**src/core/wiper_defs.vh**
```
`ifndef WIPER_DEFS_VH
`define WIPER_DEFS_VH

// ----------------------------------------
// timing (clock 40 MHz, period 25 ns)
// ----------------------------------------
`define CLOCK_HZ 40000000
`define DEBOUNCE_MS 8
`define AUTOSCAN_HOLD_MS 1000
`define AUTOSCAN_STEP_MS 140
`define DEBOUNCE_CYCLES (`CLOCK_HZ / 1000 * `DEBOUNCE_MS)
`define AUTOSCAN_HOLD_CYCLES (`CLOCK_HZ / 1000 * `AUTOSCAN_HOLD_MS)
`define AUTOSCAN_STEP_CYCLES (`CLOCK_HZ / 1000 * `AUTOSCAN_STEP_MS)

// ----------------------------------------
// position encoding
// ----------------------------------------
`define CODE_BITS 6
`define TAP_COUNT 64
`define CODE_MAX 6'h3f
`define CODE_RESET 6'h20

`endif

```
**src/core/pushbutton_wiper.v**
```verilog
`default_nettype none
`include "wiper_defs.vh"

module pushbutton_wiper #(
	parameter DEBOUNCE_CYCLES = `DEBOUNCE_CYCLES,
	parameter HOLD_CYCLES = `AUTOSCAN_HOLD_CYCLES,
	parameter STEP_CYCLES = `AUTOSCAN_STEP_CYCLES
) (
	// clock and reset
	input wire clock,
	input wire resetn,
	// buttons
	input wire step_up_button,
	input wire step_down_button,
	// save-enable pin
	input wire autosave_enable_indicator_in,
	output reg autosave_enable_indicator_out,
	output reg autosave_enable_indicator_oe,
	// wiper state
	output reg [5:0] wiper_position_register,
	output reg top_scale_position,
	output reg bottom_scale_position,
	output reg [63:0] tap_select,
	output reg autosave_enabled
);

	// ----------------------------------------
	// states
	// ----------------------------------------
	localparam [3:0] ST_IDLE = 4'h1;
	localparam [3:0] ST_DEB = 4'h2;
	localparam [3:0] ST_HOLD = 4'h4;
	localparam [3:0] ST_SCAN = 4'h8;

	reg [3:0] state_reg;
	reg [31:0] count_reg;
	reg dir_up_reg;
	reg sampled_reg;
	reg at_end_reg;

	// ----------------------------------------
	// button qualification
	// ----------------------------------------
	// both buttons high counts as no button
	wire up = step_up_button & ~step_down_button;
	wire down = step_down_button & ~step_up_button;
	wire any = up | down;
	wire same_dir = dir_up_reg ? up : down;

	// ----------------------------------------
	// tap decode
	// ----------------------------------------
	// one-hot decode
	function [63:0] decode_tap;
		input [5:0] code;
		begin
			decode_tap = 64'h0000000000000001 << code;
		end
	endfunction

	// ----------------------------------------
	// step strobe
	// ----------------------------------------
	// one wiper step in the chosen direction
	reg step_now;
	always @* begin
		step_now = 1'b0;
		case (state_reg)
		ST_DEB: step_now = same_dir && count_reg == DEBOUNCE_CYCLES - 1;
		ST_SCAN: step_now = same_dir && count_reg == STEP_CYCLES - 1;
		default: step_now = 1'b0;
		endcase
	end

	// ----------------------------------------
	// button sequencer
	// ----------------------------------------
	always @(posedge clock or negedge resetn) begin
		if (!resetn) begin
			state_reg <= ST_IDLE;
			count_reg <= 32'h0;
			dir_up_reg <= 1'b0;
		end else begin
			case (state_reg)
			ST_IDLE: begin
				count_reg <= 32'h0;
				if (any) begin
					dir_up_reg <= up;
					state_reg <= ST_DEB;
				end
			end
			ST_DEB: begin
				if (!same_dir) begin
					state_reg <= ST_IDLE;
					count_reg <= 32'h0;
				end else if (step_now) begin
					state_reg <= ST_HOLD;
					count_reg <= count_reg + 32'h1;
				end else begin
					count_reg <= count_reg + 32'h1;
				end
			end
			ST_HOLD: begin
				if (!same_dir) begin
					state_reg <= ST_IDLE;
					count_reg <= 32'h0;
				end else if (count_reg >= HOLD_CYCLES - 1) begin
					state_reg <= ST_SCAN;
					count_reg <= 32'h0;
				end else begin
					count_reg <= count_reg + 32'h1;
				end
			end
			ST_SCAN: begin
				if (!same_dir) begin
					state_reg <= ST_IDLE;
					count_reg <= 32'h0;
				end else if (step_now) begin
					count_reg <= 32'h0;
				end else begin
					count_reg <= count_reg + 32'h1;
				end
			end
			default: begin
				state_reg <= ST_IDLE;
				count_reg <= 32'h0;
			end
			endcase
		end
	end

	// ----------------------------------------
	// position register with end settings
	// ----------------------------------------
	always @(posedge clock or negedge resetn) begin
		if (!resetn) begin
			wiper_position_register <= `CODE_RESET;
			top_scale_position <= 1'b0;
			bottom_scale_position <= 1'b0;
			tap_select <= 64'h0000000100000000;
		end else if (step_now) begin
			// extra steps beyond the code range
			if (dir_up_reg) begin
				if (bottom_scale_position) begin
					bottom_scale_position <= 1'b0;
				end else if (wiper_position_register == `CODE_MAX) begin
					top_scale_position <= 1'b1;
				end else if (!top_scale_position) begin
					wiper_position_register <= wiper_position_register + 6'h01;
					tap_select <= decode_tap(wiper_position_register + 6'h01);
				end
				// top scale holds while up continues
			end else begin
				if (top_scale_position) begin
					top_scale_position <= 1'b0;
				end else if (wiper_position_register == 6'h00) begin
					bottom_scale_position <= 1'b1;
				end else if (!bottom_scale_position) begin
					wiper_position_register <= wiper_position_register - 6'h01;
					tap_select <= decode_tap(wiper_position_register - 6'h01);
				end
			end
		end
	end

	// ----------------------------------------
	// save-enable sampling on the first clock after reset
	// ----------------------------------------
	always @(posedge clock or negedge resetn) begin
		if (!resetn) begin
			sampled_reg <= 1'b0;
			autosave_enabled <= 1'b0;
		end else if (!sampled_reg) begin
			sampled_reg <= 1'b1;
			autosave_enabled <= ~autosave_enable_indicator_in;
		end
	end

	// ----------------------------------------
	// end-scale indicator drive
	// ----------------------------------------
	always @(posedge clock or negedge resetn) begin
		if (!resetn) begin
			at_end_reg <= 1'b0;
			autosave_enable_indicator_out <= 1'b0;
			autosave_enable_indicator_oe <= 1'b0;
		end else begin
			at_end_reg <= top_scale_position | bottom_scale_position;
			// drive high at an end while a button is active and autosave_enabled is set
			// kept through debounce until stepping off the end
			// released when no button is active
			if (autosave_enabled && any && at_end_reg &&
					(top_scale_position | bottom_scale_position)) begin
				autosave_enable_indicator_out <= 1'b1;
				autosave_enable_indicator_oe <= 1'b1;
			end else begin
				autosave_enable_indicator_out <= 1'b0;
				autosave_enable_indicator_oe <= 1'b0;
			end
		end
	end

endmodule
`default_nettype wire

```
**config.mk**
```make
export PLATFORM = sky130hd
export DESIGN_NAME = pushbutton_wiper
export DESIGN_NICKNAME = d
export VERILOG_FILES = /design/src/core/pushbutton_wiper.v
export VERILOG_INCLUDE_DIRS = /design/src /design/src/core
export SDC_FILE = /design/constraint.sdc
export NUM_CORES = 1
export LEC_CHECK = 0
export ABC_AREA = 0
export BUFFER_PORTS_ARGS = -buffer_cell sky130_fd_sc_hd__buf_2
export CAP_MARGIN = 25
export CORE_UTILIZATION = 64
export CTS_BUF_LIST = sky130_fd_sc_hd__clkbuf_2
export CTS_CLUSTER_SIZE = 30
export DETAILED_ROUTE_END_ITERATION = 12
export PLACE_DENSITY = 0.95
export SETUP_SLACK_MARGIN = 0.5
export SYNTH_ARGS = -nofsm -noshare
export SYNTH_HDL_FRONTEND = slang
export SYNTH_SLANG_ARGS = --single-unit
export TNS_END_PERCENT = 10
```
**constraint.sdc**
```tcl
create_clock -name clock -period 7.5 [get_ports clock]
set_clock_uncertainty 0.15 [all_clocks]
set_input_delay 1.5 -clock clock [delete_from_list [all_inputs] [get_ports clock]]
set_output_delay 1.5 -clock clock [all_outputs]
set_load 0.02 [all_outputs]
```
==> results.yml <==
clock_tree:
  clock-sinks: 113
  clk_pin_slew_ns: 0.22
  cts_resized: 0
  cts-root-buf: "clkbuf_2"
  cts_max_level: 4
  cts_tree: "done"
  cts_buffer_depth: 2
  clkLatencyLatePin_ns: 0.69
  cts_made_buffers: 17
  cts-hold-fix-buffers: 0
  cts_setup_buffers: 0
routing:
  viasPerCell: 6.74
  wl_met2_mm: 6.79
  wl_mm: 14.0
  top_layer_used: "met4"
  drt-met1-wl_mm: 5.46
  vias: 4793
  drt_iter0_markers: 488
  route.met3.wl_mm: 1.30
  drt_pass1_iterations: 6
  drc: 0
  avgRoutedWirePerCell_um: 19.7
  ant_nets: 0
sta:
  rsz0062_at_grt: "false"
  worstMarginPinSlew_ns: 1.08
  setup_violations: 0
  final_hold_viol_count: 0
  tns_ns: 0
  relSlewSlack: 0.274
  fmax_ghz: 0.263
  period_needed_ns: 3.80
  period_share: 0.507
  maxSlewViolCount: 0
pwr:
  ir_worst_vdd_uv: 197
  p_leak_nw: 2.92
  power.density_nw_per_um2: 208
  power_mw: 1.31
yosys:
  yosysTopAreaCellShare: 0.494
  yosys.area.top_type: "dfrtp_1"
  ys_types: 64
  yosys_warnings: 0
  synth_nets: 534
  synth_edf_count: 0
  syn-mean-instance-area_um2: 10.8
  synth-main-ff-cell: "dfrtp_1"
  synth-seq-cells: 113
  synth_area_um2: 5570
  postSynthCellCount: 517
  yosysSeqAreaShare: 0.508
  synth-async-reset-ratio: 1.00
  ys_top_cells_by_area: "dfrtp_1, a22o_1, xnor2_1"
worst_setup_path:
  reg2reg_setup_slack_ns: 3.70
  critical_path.startpoint: "dir_up_reg"
  cp.required_ns: 8.00
  rr_startpoint: "dir_up_reg"
  end_kind: "register"
  critical_path_class: "register to register"
  crit_fanout: 15
  startpoint_type: "register"
  critPathArrivalTime_ns: 4.30
cells_and_area:
  largest_reg_flops: 64
  num_antenna_cells: 0
  design_area_um2: 6300
  drive_gt1_frac: 0.218
  num-nets-final: 610
  syn_to_final_growth_pct: 13.2
floorplan:
  die_y_um: 95.3
  core_um2: 8300
  ioPinCount: 80
  std_cell_rows: 33
  die_w_um: 95.3
  die_area_um2: 9080
  start_util: 0.671
grt:
  grt_pass1_wl_mm: 22.5
  overflow: 0
  antenna_found_initial: 0
  grt_max_degree: 78
  grt_usage: 0.327
  grt_pass1_vias: 4548
placed_design:
  io_buffers: 79
  dpl_cell_area_um2: 6010
  hpwl_mm: 9.34
  routabilityCongestion: 0.939
status:
  status: "completed"
worst_hold_path:
  hold_path_startpoint: "sampled_reg"
  hold_class: "register to register"
run:
  cap_violations: 0
==> path summary, 6_finish.rpt <==
| kind | endpoint | cells after the start |
|---|---|---|
| hold reg to reg | autosave_enabled | 1 |
| hold / removal | autosave_enabled | 1 |
| setup / recovery | tap_select[15] | 7 |
| max in group asynchronous | count_reg[0] | 2 |
| setup reg to reg | tap_select[15] | 7 |
| min in group asynchronous | tap_select[9] | 1 |
==> critical path, cell delays in order, from the launching register on <==
cell and delay, ns:
dfrtp_1 0.66, inv_1 0.28, fa_1 0.53, and3_1 0.22
or3_1 0.42, a2111oi_0 0.90, and3_1 0.43, a22o_1 0.19
==> routing by layer <==
| layer | GRT usage | vias up |
|---|---|---|
| li1 | - | 2120 |
| met3 | 0.0742 | 57 |
| met1 | 0.417 | 2319 |
| met2 | 0.539 | 297 |
| met4 | 0.130 | 0 |
| met5 | 0 | - |
==> placed cells by master, fill, tap and decap left out, types with 5 or more instances in the layout <==
master	instances
buf_2	79
a211oi_1	6
and3_1	12
nand4_1	9
nand2_1	22
xor2_1	7
inv_1	15
a21oi_1	34
nor4_1	14
a32o_1	5
clkbuf_2	17
nor2_1	14
buf_4	6
xnor2_1	23
nand3_1	19
o2bb2ai_1	17
dfrtp_1	110
or4_1	5
and4_1	5
nor3_1	17
inv_6	6
nand2b_1	6
a22o_1	42
o21ai_0	19
ha_1	11
==> metrics by stage <==
step                cells  hold WS [ns]  setup WS (ns)   util
detailed placement    677         0.314           3.30  0.725
finish                711         0.341           3.70  0.759
CTS                   709         0.351           3.81  0.755
floorplan             517         0.275           3.97      -
global placement      676         0.286           3.48  0.724
global route          711         0.379           3.50  0.759
==> cell type report <==
class                      count  area (µm²)
tap                          105         131
sequential                   113        2830
inverter                      15        56.3
clock inverter                15         171
clock buffer                  17        85.1
multi-input combinational    360        2560
timing repair buffer          86         468
fill                         536        2000
==> synthesized netlist by cell type (7+ instances only) <==
cell         n
a21oi_1     34
a22o_1      42
and3_1      12
buf_2        8
clkbuf_1    20
dfrtp_1    110
ha_1        11
inv_1       15
nand2_1     22
nand3_1     19
nand4_1      9
nor2_1      14
nor3_1      17
nor4_1      14
o21ai_0     19
o2bb2ai_1   17
xnor2_1     23
xor2_1       7
==> kinds of logic (layout without fill, tap and decap cells) <==
group	count (synthesis)	count (layout)	synth area share
buffers and inverters	44	133	0.0321
AND/OR/NAND/NOR	154	154	0.165
AO/OA/AOI/OAI	161	161	0.214
adder cells (fa/ha/maj)	12	12	0.0283
flip-flops	113	113	0.508
XOR/XNOR	30	30	0.0472
other	1	1	0.000673
multiplexers	2	2	0.00382
==> power by group <==
part           internal, mW  switching (mW)  leakage, nW  total (mW)
clock                 0.163           0.280        0.147       0.443
sequential            0.618          0.0146         1.56       0.633
combinational        0.0702           0.166         1.21       0.236
total                 0.851           0.460         2.92        1.31
Power figures use the tool's default switching activity.
